--- src/verilog/rxsb_regs.svh ---
// register offsets, field positions and reset values of the receive buffer
`ifndef RXSB_REGS_SVH
`define RXSB_REGS_SVH

// ****************************************************************
// register indices; byte address is four times the index
// ****************************************************************
`define RXSB_IDX_SERDES_CTL    8'h06
`define RXSB_IDX_EVENT_ENABLE  8'h07
`define RXSB_IDX_EVENT_STATUS  8'h08
`define RXSB_IDX_BYTE_A        8'h09
`define RXSB_IDX_VALID_A       8'h0a
`define RXSB_IDX_BYTE_B        8'h0b
`define RXSB_IDX_VALID_B       8'h0c
`define RXSB_IDX_RX_CTRL       8'h20

// ****************************************************************
// fields and reset values
// ****************************************************************
`define RXSB_EOF_LEN_MSB       2
`define RXSB_EOF_LEN_LSB       0
`define RXSB_CTL_RESET         8'h03
`define RXSB_ENABLE_RESET      8'h00
`define RXSB_STATUS_RESET      8'h00
`define RXSB_RX_CTRL_RESET     8'h00
`define RXSB_ST_FULL           0
`define RXSB_ST_EOF            1
`define RXSB_ST_FLOW           2
`define RXSB_ST_VALID_ALL      3
`define RXSB_EN_FULL           0
`define RXSB_EN_EOF            1
`define RXSB_EN_OVER           2
`define RXSB_EN_UNDER          3

`endif

--- src/verilog/rxsb_pkg.sv ---
// types shared by the receive buffer modules
package rxsb_pkg;
    typedef logic [7:0] rxsb_byte_t;
    typedef logic [2:0] rxsb_eof_len_t;
    typedef enum logic [2:0] {
        RXSB_IDLE  = 3'b001,
        RXSB_FRAME = 3'b010,
        RXSB_GAP   = 3'b100
    } rxsb_state_t;
endpackage : rxsb_pkg

--- src/verilog/rxsb_chan_if.sv ---
// signals between one channel deserialiser and the register bank
interface rxsb_chan_if;
    import rxsb_pkg::*;
    logic       load;
    rxsb_byte_t data;
    rxsb_byte_t valid;
    logic       eof;
    modport chan (output load, output data, output valid, output eof);
    modport bank (input load, input data, input valid, input eof);
endinterface : rxsb_chan_if

--- src/verilog/rxsb_top.sv ---
// receive buffer register bank for two channels, reached over apb
//
// Behaviour
// - enable register: B underflow..full, A likewise
// - reading empty data register flags underflow
// - loading unread data register flags overflow
// - end of frame after valid bit, gap exceeds length
// - length zero: first invalid bit ends frame
// - full byte or partial at eof loads register
// - status: valid-all, flow, eof, full per channel
// - reading status clears pending eof bits
// - data read-only, first bit in bit 0
// - valid bit marks each received data bit
// - valid-all only when all eight bits valid
// - status bits set regardless of enables
// - eof length in control bits 2:0
`include "rxsb_regs.svh"
module rxsb_top
    import rxsb_pkg::*;
(
    input  wire logic        pclk,
    input  wire logic        presetn,
    input  wire logic        psel,
    input  wire logic        penable,
    input  wire logic        pwrite,
    input  wire logic [11:0] paddr,
    input  wire logic [31:0] pwdata,
    input  wire logic [3:0]  pstrb,
    output logic      [31:0] prdata,
    output logic             pready,
    output logic             pslverr,
    input  wire logic        bit_tick,
    input  wire logic [1:0]  rx_bit_valid,
    input  wire logic [1:0]  rx_bit_data,
    output logic             irq
);
    // ****************************************************************
    // pin synchronisers
    // ****************************************************************
    // three stages; a change counts once stages two and three agree
    logic [4:0] s1_q, s2_q, s3_q, flt_q;
    wire  [4:0] raw = {bit_tick, rx_bit_valid, rx_bit_data};

    always_ff @(posedge pclk or negedge presetn) begin
        if (!presetn) begin
            s1_q  <= 5'h00;
            s2_q  <= 5'h00;
            s3_q  <= 5'h00;
            flt_q <= 5'h00;
        end else begin
            s1_q <= raw;
            s2_q <= s1_q;
            s3_q <= s2_q;
            flt_q <= (s2_q & s3_q) | (flt_q & (s2_q | s3_q));
        end
    end

    logic tick_prev_q;
    always_ff @(posedge pclk or negedge presetn) begin
        if (!presetn) tick_prev_q <= 1'b0;
        else          tick_prev_q <= flt_q[4];
    end
    // the bit strobe is taken on its rising edge so a long pulse counts once
    wire tick_rise = flt_q[4] && !tick_prev_q;

    // ****************************************************************
    // apb decode
    // ****************************************************************
    wire       acc      = psel && penable;
    wire       wr       = acc && pwrite;
    // read side effects act at the setup edge, where prdata is captured, so a load
    // or eof landing between capture and access is never lost
    wire       rd       = psel && !penable && !pwrite;
    wire [7:0] idx      = paddr[9:2];
    wire       aligned  = (paddr[1:0] == 2'b00) && (paddr[11:10] == 2'b00);
    wire       hit_ctl  = aligned && idx == `RXSB_IDX_SERDES_CTL;
    wire       hit_en   = aligned && idx == `RXSB_IDX_EVENT_ENABLE;
    wire       hit_st   = aligned && idx == `RXSB_IDX_EVENT_STATUS;
    wire       hit_da   = aligned && idx == `RXSB_IDX_BYTE_A;
    wire       hit_va   = aligned && idx == `RXSB_IDX_VALID_A;
    wire       hit_db   = aligned && idx == `RXSB_IDX_BYTE_B;
    wire       hit_vb   = aligned && idx == `RXSB_IDX_VALID_B;
    wire       hit_rc   = aligned && idx == `RXSB_IDX_RX_CTRL;
    wire       mapped   = hit_ctl | hit_en | hit_st | hit_da | hit_va | hit_db | hit_vb | hit_rc;
    // read-only registers refuse writes with an error
    wire       ro_write = pwrite && (hit_st | hit_da | hit_va | hit_db | hit_vb);
    wire       wr_lane0 = wr && pstrb[0] && !ro_write;

    assign pready  = 1'b1;
    assign pslverr = acc && (!mapped || ro_write);

    // ****************************************************************
    // control registers
    // ****************************************************************
    logic [7:0] ctl_q, en_q, rxc_q;

    always_ff @(posedge pclk or negedge presetn) begin
        if (!presetn) begin
            ctl_q <= `RXSB_CTL_RESET;
            en_q  <= `RXSB_ENABLE_RESET;
            rxc_q <= `RXSB_RX_CTRL_RESET;
        end else begin
            if (wr_lane0 && hit_ctl) ctl_q <= {4'h0, pwdata[3:0]};
            if (wr_lane0 && hit_en)  en_q  <= pwdata[7:0];
            if (wr_lane0 && hit_rc)  rxc_q <= {6'h00, pwdata[1:0]};
        end
    end

    wire rxsb_eof_len_t eof_len = ctl_q[`RXSB_EOF_LEN_MSB:`RXSB_EOF_LEN_LSB];

    // ****************************************************************
    // channels
    // ****************************************************************
    rxsb_chan_if ch_if [2] ();
    logic [1:0] read_data;
    logic [1:0] load_v;
    logic [1:0] eof_v;
    rxsb_byte_t data_v  [2];
    rxsb_byte_t valid_v [2];
    logic [3:0] st_v    [2];
    logic [1:0] over_v, under_v;
    assign read_data = {rd && hit_db, rd && hit_da};

    genvar g;
    generate
        for (g = 0; g < 2; g++) begin : g_ch
            rxsb_chan #(
                .WIDTH(8)
            ) u_chan (
                .pclk     (pclk),
                .presetn  (presetn),
                .enable   (rxc_q[g]),
                .bit_tick (tick_rise),
                .bit_val  (flt_q[2 + g]),
                .bit_dat  (flt_q[g]),
                .eof_len  (eof_len),
                .port     (ch_if[g].chan)
            );

            logic       unread_q, flow_q, eof_st_q;
            rxsb_byte_t data_q, valid_q;

            assign load_v[g] = ch_if[g].load;
            assign eof_v[g]  = ch_if[g].eof;
            // underflow: host reads with no unread data; a load in the same cycle does not count as data
            assign under_v[g] = read_data[g] && !unread_q;
            assign over_v[g]  = load_v[g] && unread_q && !read_data[g];

            always_ff @(posedge pclk or negedge presetn) begin
                if (!presetn) begin
                    unread_q <= 1'b0;
                    flow_q   <= 1'b0;
                    eof_st_q <= 1'b0;
                    data_q   <= 8'h00;
                    valid_q  <= 8'h00;
                end else begin
                    if (load_v[g]) begin
                        data_q   <= ch_if[g].data;
                        valid_q  <= ch_if[g].valid;
                        unread_q <= 1'b1;
                    end else if (read_data[g]) begin
                        unread_q <= 1'b0;
                    end
                    // flow violation is sticky until the host reads the data register
                    if (over_v[g] || under_v[g]) flow_q <= 1'b1;
                    else if (read_data[g])       flow_q <= 1'b0;
                    // a new eof wins over the clear by a status read
                    if (eof_v[g])                eof_st_q <= 1'b1;
                    else if (rd && hit_st)       eof_st_q <= 1'b0;
                end
            end

            assign data_v[g]  = data_q;
            assign valid_v[g] = valid_q;
            assign st_v[g] = {valid_q == 8'hff && unread_q, flow_q, eof_st_q, unread_q};
        end
    endgenerate

    // ****************************************************************
    // status, interrupt and read data
    // ****************************************************************
    wire [7:0] status = {st_v[1], st_v[0]};
    wire [1:0] full_v = {st_v[1][`RXSB_ST_FULL], st_v[0][`RXSB_ST_FULL]};
    wire [1:0] eofp_v = {st_v[1][`RXSB_ST_EOF], st_v[0][`RXSB_ST_EOF]};
    wire [1:0] flow_v = {st_v[1][`RXSB_ST_FLOW], st_v[0][`RXSB_ST_FLOW]};

    // flow shares one status bit, so both flow enables gate it
    wire [1:0] ch_irq;
    assign ch_irq[0] = (full_v[0] && en_q[`RXSB_EN_FULL])
                     || (eofp_v[0] && en_q[`RXSB_EN_EOF])
                     || (flow_v[0] && (en_q[`RXSB_EN_OVER] || en_q[`RXSB_EN_UNDER]));
    assign ch_irq[1] = (full_v[1] && en_q[4 + `RXSB_EN_FULL])
                     || (eofp_v[1] && en_q[4 + `RXSB_EN_EOF])
                     || (flow_v[1] && (en_q[4 + `RXSB_EN_OVER] || en_q[4 + `RXSB_EN_UNDER]));

    logic irq_q;
    always_ff @(posedge pclk or negedge presetn) begin
        if (!presetn) irq_q <= 1'b0;
        else          irq_q <= |ch_irq;
    end
    assign irq = irq_q;

    wire [7:0] rd_mux = hit_ctl ? ctl_q      :
                        hit_en  ? en_q       :
                        hit_st  ? status     :
                        hit_da  ? data_v[0]  :
                        hit_va  ? valid_v[0] :
                        hit_db  ? data_v[1]  :
                        hit_vb  ? valid_v[1] :
                        hit_rc  ? rxc_q      : 8'h00;

    logic [31:0] prdata_q;
    always_ff @(posedge pclk or negedge presetn) begin
        if (!presetn)                  prdata_q <= 32'h0000_0000;
        else if (psel && !penable && !pwrite) prdata_q <= {24'h00_0000, rd_mux};
    end
    assign prdata = prdata_q;
endmodule : rxsb_top

--- src/verilog/rxsb_chan.sv ---
// one receive channel: collects bits and detects end of frame
`include "rxsb_regs.svh"
module rxsb_chan
    import rxsb_pkg::*;
#(
    parameter int WIDTH = 8
) (
    input  wire logic          pclk,
    input  wire logic          presetn,
    input  wire logic          enable,
    input  wire logic          bit_tick,
    input  wire logic          bit_val,
    input  wire logic          bit_dat,
    input  wire rxsb_eof_len_t eof_len,
    rxsb_chan_if.chan          port
);
    // the byte path is built for eight bit times only
    if (WIDTH != 8) begin : g_width_check
        $error("rxsb_chan: width must be 8");
    end

    // ****************************************************************
    // bit collection
    // ****************************************************************
    rxsb_state_t state_q, state_d;
    rxsb_byte_t  sh_d_q, sh_v_q;
    logic [2:0]  pos_q;
    logic [3:0]  gap_q;
    logic        load_q, eof_q;
    rxsb_byte_t  out_d_q, out_v_q;

    wire take_bit   = enable && bit_tick && bit_val;
    wire miss_bit   = enable && bit_tick && !bit_val && (state_q != RXSB_IDLE);
    // gap count exceeds length: with length 0 the first miss already ends the frame
    wire eof_hit    = miss_bit && ({1'b0, gap_q} + 5'd1 > {2'b00, eof_len});
    // a missed bit time still uses up its position, so the byte keeps its holes
    wire slot       = take_bit || (miss_bit && !eof_hit);
    wire byte_done  = slot && (pos_q == 3'd7);
    wire partial    = (sh_v_q != 8'h00);
    wire [7:0] bitm = 8'h01 << pos_q;
    wire [7:0] dbit = (take_bit && bit_dat) ? bitm : 8'h00;
    wire [7:0] vbit = take_bit ? bitm : 8'h00;

    always_comb begin
        state_d = state_q;
        case (state_q)
            RXSB_IDLE:  if (take_bit) state_d = RXSB_FRAME;
            RXSB_FRAME: if (eof_hit) state_d = RXSB_IDLE;
                        else if (miss_bit) state_d = RXSB_GAP;
            RXSB_GAP:   if (eof_hit) state_d = RXSB_IDLE;
                        else if (take_bit) state_d = RXSB_FRAME;
            default:    state_d = RXSB_IDLE;
        endcase
    end

    always_ff @(posedge pclk or negedge presetn) begin
        if (!presetn) begin
            state_q <= RXSB_IDLE;
            sh_d_q  <= 8'h00;
            sh_v_q  <= 8'h00;
            pos_q   <= 3'd0;
            gap_q   <= 4'd0;
            load_q  <= 1'b0;
            eof_q   <= 1'b0;
            out_d_q <= 8'h00;
            out_v_q <= 8'h00;
        end else begin
            state_q <= state_d;
            load_q  <= byte_done || (eof_hit && partial);
            eof_q   <= eof_hit;
            if (byte_done) begin
                out_d_q <= sh_d_q | dbit;
                out_v_q <= sh_v_q | vbit;
            end else if (eof_hit && partial) begin
                out_d_q <= sh_d_q;
                out_v_q <= sh_v_q;
            end
            if (slot) begin
                // first bit lands in bit 0, later ones fill upward; a miss stays invalid
                sh_d_q <= byte_done ? 8'h00 : (sh_d_q | dbit);
                sh_v_q <= byte_done ? 8'h00 : (sh_v_q | vbit);
                pos_q  <= pos_q + 3'd1;
                gap_q  <= take_bit ? 4'd0 : (gap_q + 4'd1);
            end else if (eof_hit) begin
                sh_d_q <= 8'h00;
                sh_v_q <= 8'h00;
                pos_q  <= 3'd0;
                gap_q  <= 4'd0;
            end
        end
    end

    assign port.load  = load_q;
    assign port.eof   = eof_q;
    assign port.data  = out_d_q;
    assign port.valid = out_v_q;
endmodule : rxsb_chan

--- config.mk ---
export PLATFORM = sky130hd
export DESIGN_NAME = rxsb_top
export DESIGN_NICKNAME = d
export VERILOG_FILES = /design/src/verilog/rxsb_pkg.sv /design/src/verilog/rxsb_chan_if.sv /design/src/verilog/rxsb_top.sv /design/src/verilog/rxsb_chan.sv
export VERILOG_INCLUDE_DIRS = /design/src /design/src/verilog
export SDC_FILE = /design/constraint.sdc
export NUM_CORES = 1
export LEC_CHECK = 0
export ABC_AREA = 1
export BUFFER_PORTS_ARGS = -buffer_cell sky130_fd_sc_hd__clkbuf_2
export CORE_MARGIN = 3
export CORE_UTILIZATION = 45
export DETAILED_ROUTE_END_ITERATION = 8
export RECOVER_POWER = 50
export SETUP_SLACK_MARGIN = 0.15
export SYNTH_ARGS = -nofsm -noshare
export SYNTH_HDL_FRONTEND = slang
export SYNTH_SLANG_ARGS = --single-unit
--- constraint.sdc ---
create_clock -name pclk -period 2.6 [get_ports pclk]
set_clock_uncertainty 0.1 [all_clocks]
set_input_delay 0.52 -clock pclk [delete_from_list [all_inputs] [get_ports pclk]]
set_output_delay 0.52 -clock pclk [all_outputs]
set_load 0.05 [all_outputs]
Word-level counts from Yosys, hierarchy flattened
Index checks and enable logic that the tools add are counted.

Register bits after elaboration: 170. Bits in latches: 0. Bits in writable memories: 0. Bits in read-only memories: 0. Bits of input ports: 58. Output and inout port bits: 35. Memories: 0.

$add $sub $neg: 6. Multiply operators: 0. Divide/modulo/power cells: 0. Magnitude comparators: 2. Equality and inequality tests: 22. Shift-type cells: 2. Mux-type cells: 59. Bitwise operators: 19. Reduce and logical (&&, ||, !) cells: 97.

Operators by type and width (number): 2-to-1 mux 8 bit (29); logical AND 1 bit (56); == test 8 x 4 -> 1 bit, second input constant (5); 2-to-1 mux 3 bit (12); OR 8 bit (4); 2-to-1 mux 4 bit (6); nonzero test 2 bit (10); one-hot mux 3 bit (3 select lines) (2); == test 8 x 3 -> 1 bit, second input constant (2); == test 8 bit, second input constant (2); nonzero test 8 bit (2); << shifter 1 x 3 -> 8 bit, first input constant (2); zero test 1 bit (13); logical OR 1 bit (13); == test 3 bit, second input constant (4); != test 3 x 1 -> 1 bit, second input constant (4); OR 1 bit (11); adder 4 x 1 -> 5 bit, second input constant (2); bitwise AND 5 bit (2); > comparator 5 x 3 -> 1 bit (2); OR 5 bit (2); 2-to-1 mux 1 bit (9); adder 4 x 1 -> 4 bit, second input constant (2); == test 8 x 6 -> 1 bit, second input constant (1); other kinds (6) (10).

Depth between registers and ports, before layout
Word-level depth: 13. Mapped depth: 14. Gate-level depth less buffers: 13.

By module
From an unflattened synthesis, not the netlist that was laid out.

Cell total of the unflattened synthesis: 1029. Area total of the unflattened synthesis: 8538.2 um2.

Modules (own cells, without submodules): rxsb_top (instances 1, cells an instance 489, area each 3942.5 um2); rxsb_chan at g_ch[1].u_chan (instances 1, cells an instance 278, area each 2332.2 um2); rxsb_chan at g_ch[0].u_chan (instances 1, cells an instance 262, area each 2263.4 um2).

Least setup slack after synthesis
Ideal clock, no wire load.

Path type: input to output. From: input paddr[9]. To: output pslverr. Arrival: 2140 ps. Data required time: 1980 ps. Slack: -160 ps. Stages: 7. Path buffers: 1. Path through: nor2_1 > nand2_1 > buf_6 > nor2_1 > nand2_1 > nand2_2 > o21ai_0.

Cells in the longest elaborated chain, start to end: 12. Elaborated cells on any way between the ends: 31. Classes of those cells: eq/ne (8); bitwise (11); reduce/logical (12).

Ends and longest elaborated chain: start: declaration (RTL line rxsb_top.sv:26) `input wire logic [11:0] paddr,`; == test 8 x 3 -> 1 bit (no source line); logical AND 1 bit (no source line); OR 1 bit (7 in a row) (RTL line rxsb_top.sv:84) `wire mapped = hit_ctl | hit_en | hit_st | hit_da | hit_va | hit_db | hit_vb | hit_rc;`; zero test 1 bit (RTL line rxsb_top.sv:90) `assign pslverr = acc && (!mapped || ro_write);`; logical OR 1 bit * (RTL line rxsb_top.sv:90); logical AND 1 bit * (RTL line rxsb_top.sv:90); end: declaration (RTL line rxsb_top.sv:31) `output logic pslverr,`.

Every way passes the cells marked *; elsewhere a longest branch is shown, timed or not.

Worst setup path after layout
From: input paddr[3]. To: output pslverr.

The elaborated chain is that of the path after synthesis.

==> results.cfg <==
[global_route]
track_usage = 0.188
grt_max_degree = 69
grt_pass1_vias = 6088
grt_remaining_overflow = 0
antenna_found_initial = 0
grt_pass1_wl_um = 30400

[clock_tree]
cts_tree = yes
clk_latency_ns = 0.43
clock-root-buffer = clkbuf_16
cts.htree.levels = 4
clock_sinks = 170
cts-buffers-inserted = 17
cts.clk_slew.worst_paths_ns = 0.06
cts_buffer_depth = 2

[synthesis]
ys_seq_area_frac = 0.510
synth_top_area_frac = 0.497
synth-warning-count = 0
synthCells = 953
synth_compound_area_frac = 0.108
synthesis.area_mm2 = 0.00835
synth_area_leaders = dfrtp_1 (50%), nand2_1 (8.2%), inv_1 (5.1%)
postSynthAreaPerCell_um2 = 8.76
yosys.area_share.simple = 0.239
yosys.area_share.adder = 0.0359
ys_async_sr_fraction = 1.00
synthDistinctLibCells = 50
synth_xor_area_frac = 0.00210
synth_top_family_by_area = simple AND/OR/NAND/NOR gates
ys_ff_latch = 170
synth-edff-count = 0
synth_ff_type = dfrtp_1
yosys.area.top_type = dfrtp_1
synthMuxAreaShare = 0.00404

[route]
routed_wl_um = 18600
dr_wl_met3_um = 847
top_layer = met4
first_pass_iters = 5
drt-met1-wl_um = 8730
avgViaCountPerCell = 5.04
ant_nets = 0
met2_length_um = 8680
drtIter0Drc = 426
routedWlPerCell_um = 14.7
routed-via-count = 6385
drc = 0

[critical_path]
crit_arrival_ns = 1.71
critPathTopFamily = simple AND/OR/NAND/NOR gates
cpPeakStageDelay_ns = 0.25
critPathSlowestCell = nor2_1
worstPathRequired_ns = 1.98
crit_chain = clkbuf_2 -> nor2_2 -> buf_4 -> nand2_1 -> nor2_1 -> nand2_1 -> nand3_1 -> o21ai_1 -> buf_12
critPathBufInv = 3
critPathCaptureType = output port
critPathKind = in -> out
crit_top_cell = nand2_1
path_max_fanout = 5
start_kind = primary input

[timing]
tns_ns = 0
slew_viol_final = 66
hold_ws_ns = 0.101
fmax_mhz = 429
hold_viol_final = 0
slew_headroom = -0.213
timing.final.crit_share = 0.897
setup_viol = 0
period_needed_ns = 2.33
worstMarginPinSlew_ns = 1.82
rsz0062_at_grt = false

[pwr]
power_density_mw_per_mm2 = 574
seq_power_share = 0.485
switching_share = 0.228
power.internal_mw = 4.28
p_leak_nw = 4.78
ir_drop_mv = 0.425
p_switching_mw = 1.26
power_frac_comb = 0.047
p_clk_frac = 0.468

[outcome]
violations = capacitance limit, slew limit
status = complete, but fails checks

[placement]
place.gp.congestion = 0.922
portBuffers = 40
dp_hpwl_um = 13300

[die]
core_mm2 = 0.0181
die_w_um = 142
die_y_um = 142
fp.dieArea_mm2 = 0.0202
rows = 49
initial_utilization = 0.462
io-pin-count = 93

[min_path]
hp-class = in -> reg

[flow_run]
maxCapViolCount = 1

[cells_and_area]
drive_above_1_share = 0.189
areaGrowthSynthToFinish_pct = 15.5
nNetsFinal = 1102
diodes = 0
## metrics by stage
| step | instances | cell area (um^2) | utilization | power (mW) | setup slack (ns) |
|---|---|---|---|---|---|
| floorplan | 976 | 8440 | - | 2.91 | 0.222 |
| global placement | 1219 | 8790 | 0.486 | 3.00 | 0.137 |
| detailed placement | 1219 | 8790 | 0.486 | 3.01 | 0.0721 |
| CTS | 1253 | 9450 | 0.523 | 5.60 | 0.150 |
| global route | 1266 | 9650 | 0.534 | 5.75 | 0.101 |
| finish | 1266 | 9650 | 0.534 | 5.54 | 0.268 |
## cell usage after synthesis, drive strengths merged, types with 2 or more instances
library cell / count
a21oi: 48
a31oi: 2
buf: 39
clkbuf: 7
clkinv: 2
conb: 2
dfrtp: 166
dfstp: 4
ha: 20
inv: 123
maj3: 5
mux2: 3
nand2: 205
nand3: 90
nand4: 10
nor2: 101
nor3: 17
nor3b: 2
nor4: 3
o211ai: 10
o21ai: 79
o21bai: 3
o22ai: 5
## power groups by stage
stage,Clock (mW),Combinational (mW),Sequential (mW)
after floorplan,0,0.165,2.74
after global placement,0,0.266,2.74
after detailed placement,0,0.267,2.74
after CTS,2.65,0.268,2.69
after global routing,2.77,0.288,2.69
final,2.59,0.261,2.69
## cell families (layout without fill, tap and decap cells)
family	count (synthesis)	after routing
multiplexers	3	3
AND/OR/NAND/NOR	431	436
other	2	25
AO/OA/AOI/OAI	149	149
buffers and inverters	171	227
adder cells (fa/ha/maj)	25	25
XOR/XNOR	2	2
flip-flops	170	170
## layout by cell type (no fill, tap or decap), drive strengths merged, types with 2 or more instances in the layout
cell type and count:
o21bai 3, nor3 17, a21oi 48, o22ai 5, nor3b 2, o21ai 79, clkinvlp 2, conb 25
clkinv 5, clkbuf 63, nand3 90, nand2 210, o211ai 10, nor2 101, inv 125, a31oi 2
ha 20, buf 30, mux2 3, nand4 10, maj3 5, nor4 3, dfrtp 166, bufinv 2
dfstp 4
## state kept, by name, indices dropped and copies added (netlist names), 2 cells and up
register,count
g_ch.data_q,16
g_ch.u_chan.port.data,16
g_ch.u_chan.port.valid,16
g_ch.u_chan.sh_d_q,16
g_ch.u_chan.sh_v_q,16
g_ch.valid_q,16
en_q,8
g_ch.u_chan.gap_q,8
prdata,8
g_ch.u_chan.pos_q,6
g_ch.u_chan.state_q,6
flt_q,5
s1_q,5
s2_q,5
s3_q,5
ctl_q,4
g_ch.eof_st_q,2
g_ch.flow_q,2
g_ch.u_chan.port.eof,2
g_ch.u_chan.port.load,2
g_ch.unread_q,2
rxc_q,2
## per-layer routing
layer | vias up | GRT usage
li1 | 3196 | -
met1 | 3019 | 0.266
met2 | 142 | 0.293
met3 | 28 | 0.0376
met4 | 0 | 0.0571
met5 | - | 0
## worst reg2reg max path, stage by stage (launching register included)
cell and delay, ns:
dfrtp_1 0.38, ha_2 0.21, xor2_2 0.18, ha_1 0.34
a21oi_2 0.12, o21ai_1 0.07, nand2_1 0.11, nand2_1 0.08
nand2_2 0.09, inv_4 0.06, o21ai_4 0.17, buf_4 0.22
nand3_1 0.08, nand2_1 0.07
## path summary, 6_finish.rpt
check / startpoint / to / slack (ns) / cells after the start
worst max-delay path: paddr[3] / pslverr / 0.27 / 9
worst min-delay path: rx_bit_valid[1] / s1_q[3]$_DFF_PN0_ / 0.10 / 1
worst max register to register: g_ch[0].u_chan.gap_q[1]$_DFFE_PN0P_ / g_ch[0].u_chan.port.valid[6]$_DFFE_PN0P_ / 0.27 / 13
worst min register to register: s1_q[2]$_DFF_PN0_ / s2_q[2]$_DFF_PN0_ / 0.25 / 0
max in group asynchronous: presetn / g_ch[1].u_chan.state_q[0]$_DFFE_PN1P_ / 0.55 / 2
min in group asynchronous: presetn / en_q[7]$_DFFE_PN0P_ / 0.46 / 1
## layout make-up
type,count,area [um^2]
Fill cell,1694,8440
Sequential cell,170,4260
Multi-Input combinational cell,640,3510
Timing Repair Buffer,70,508
Clock buffer,23,498
Inverter,125,473
Tap cell,229,287
Clock inverter,9,111
## what timing repair did
item                                    CTS  global route
hold buffers                              0             0
buffers inserted                          1             8
resized for setup                         5            20
pin swaps                                 2             9
endpoints found under the setup margin   21            52
cloned                                    1             5
Note: power is estimated with default switching activity, not from simulation.
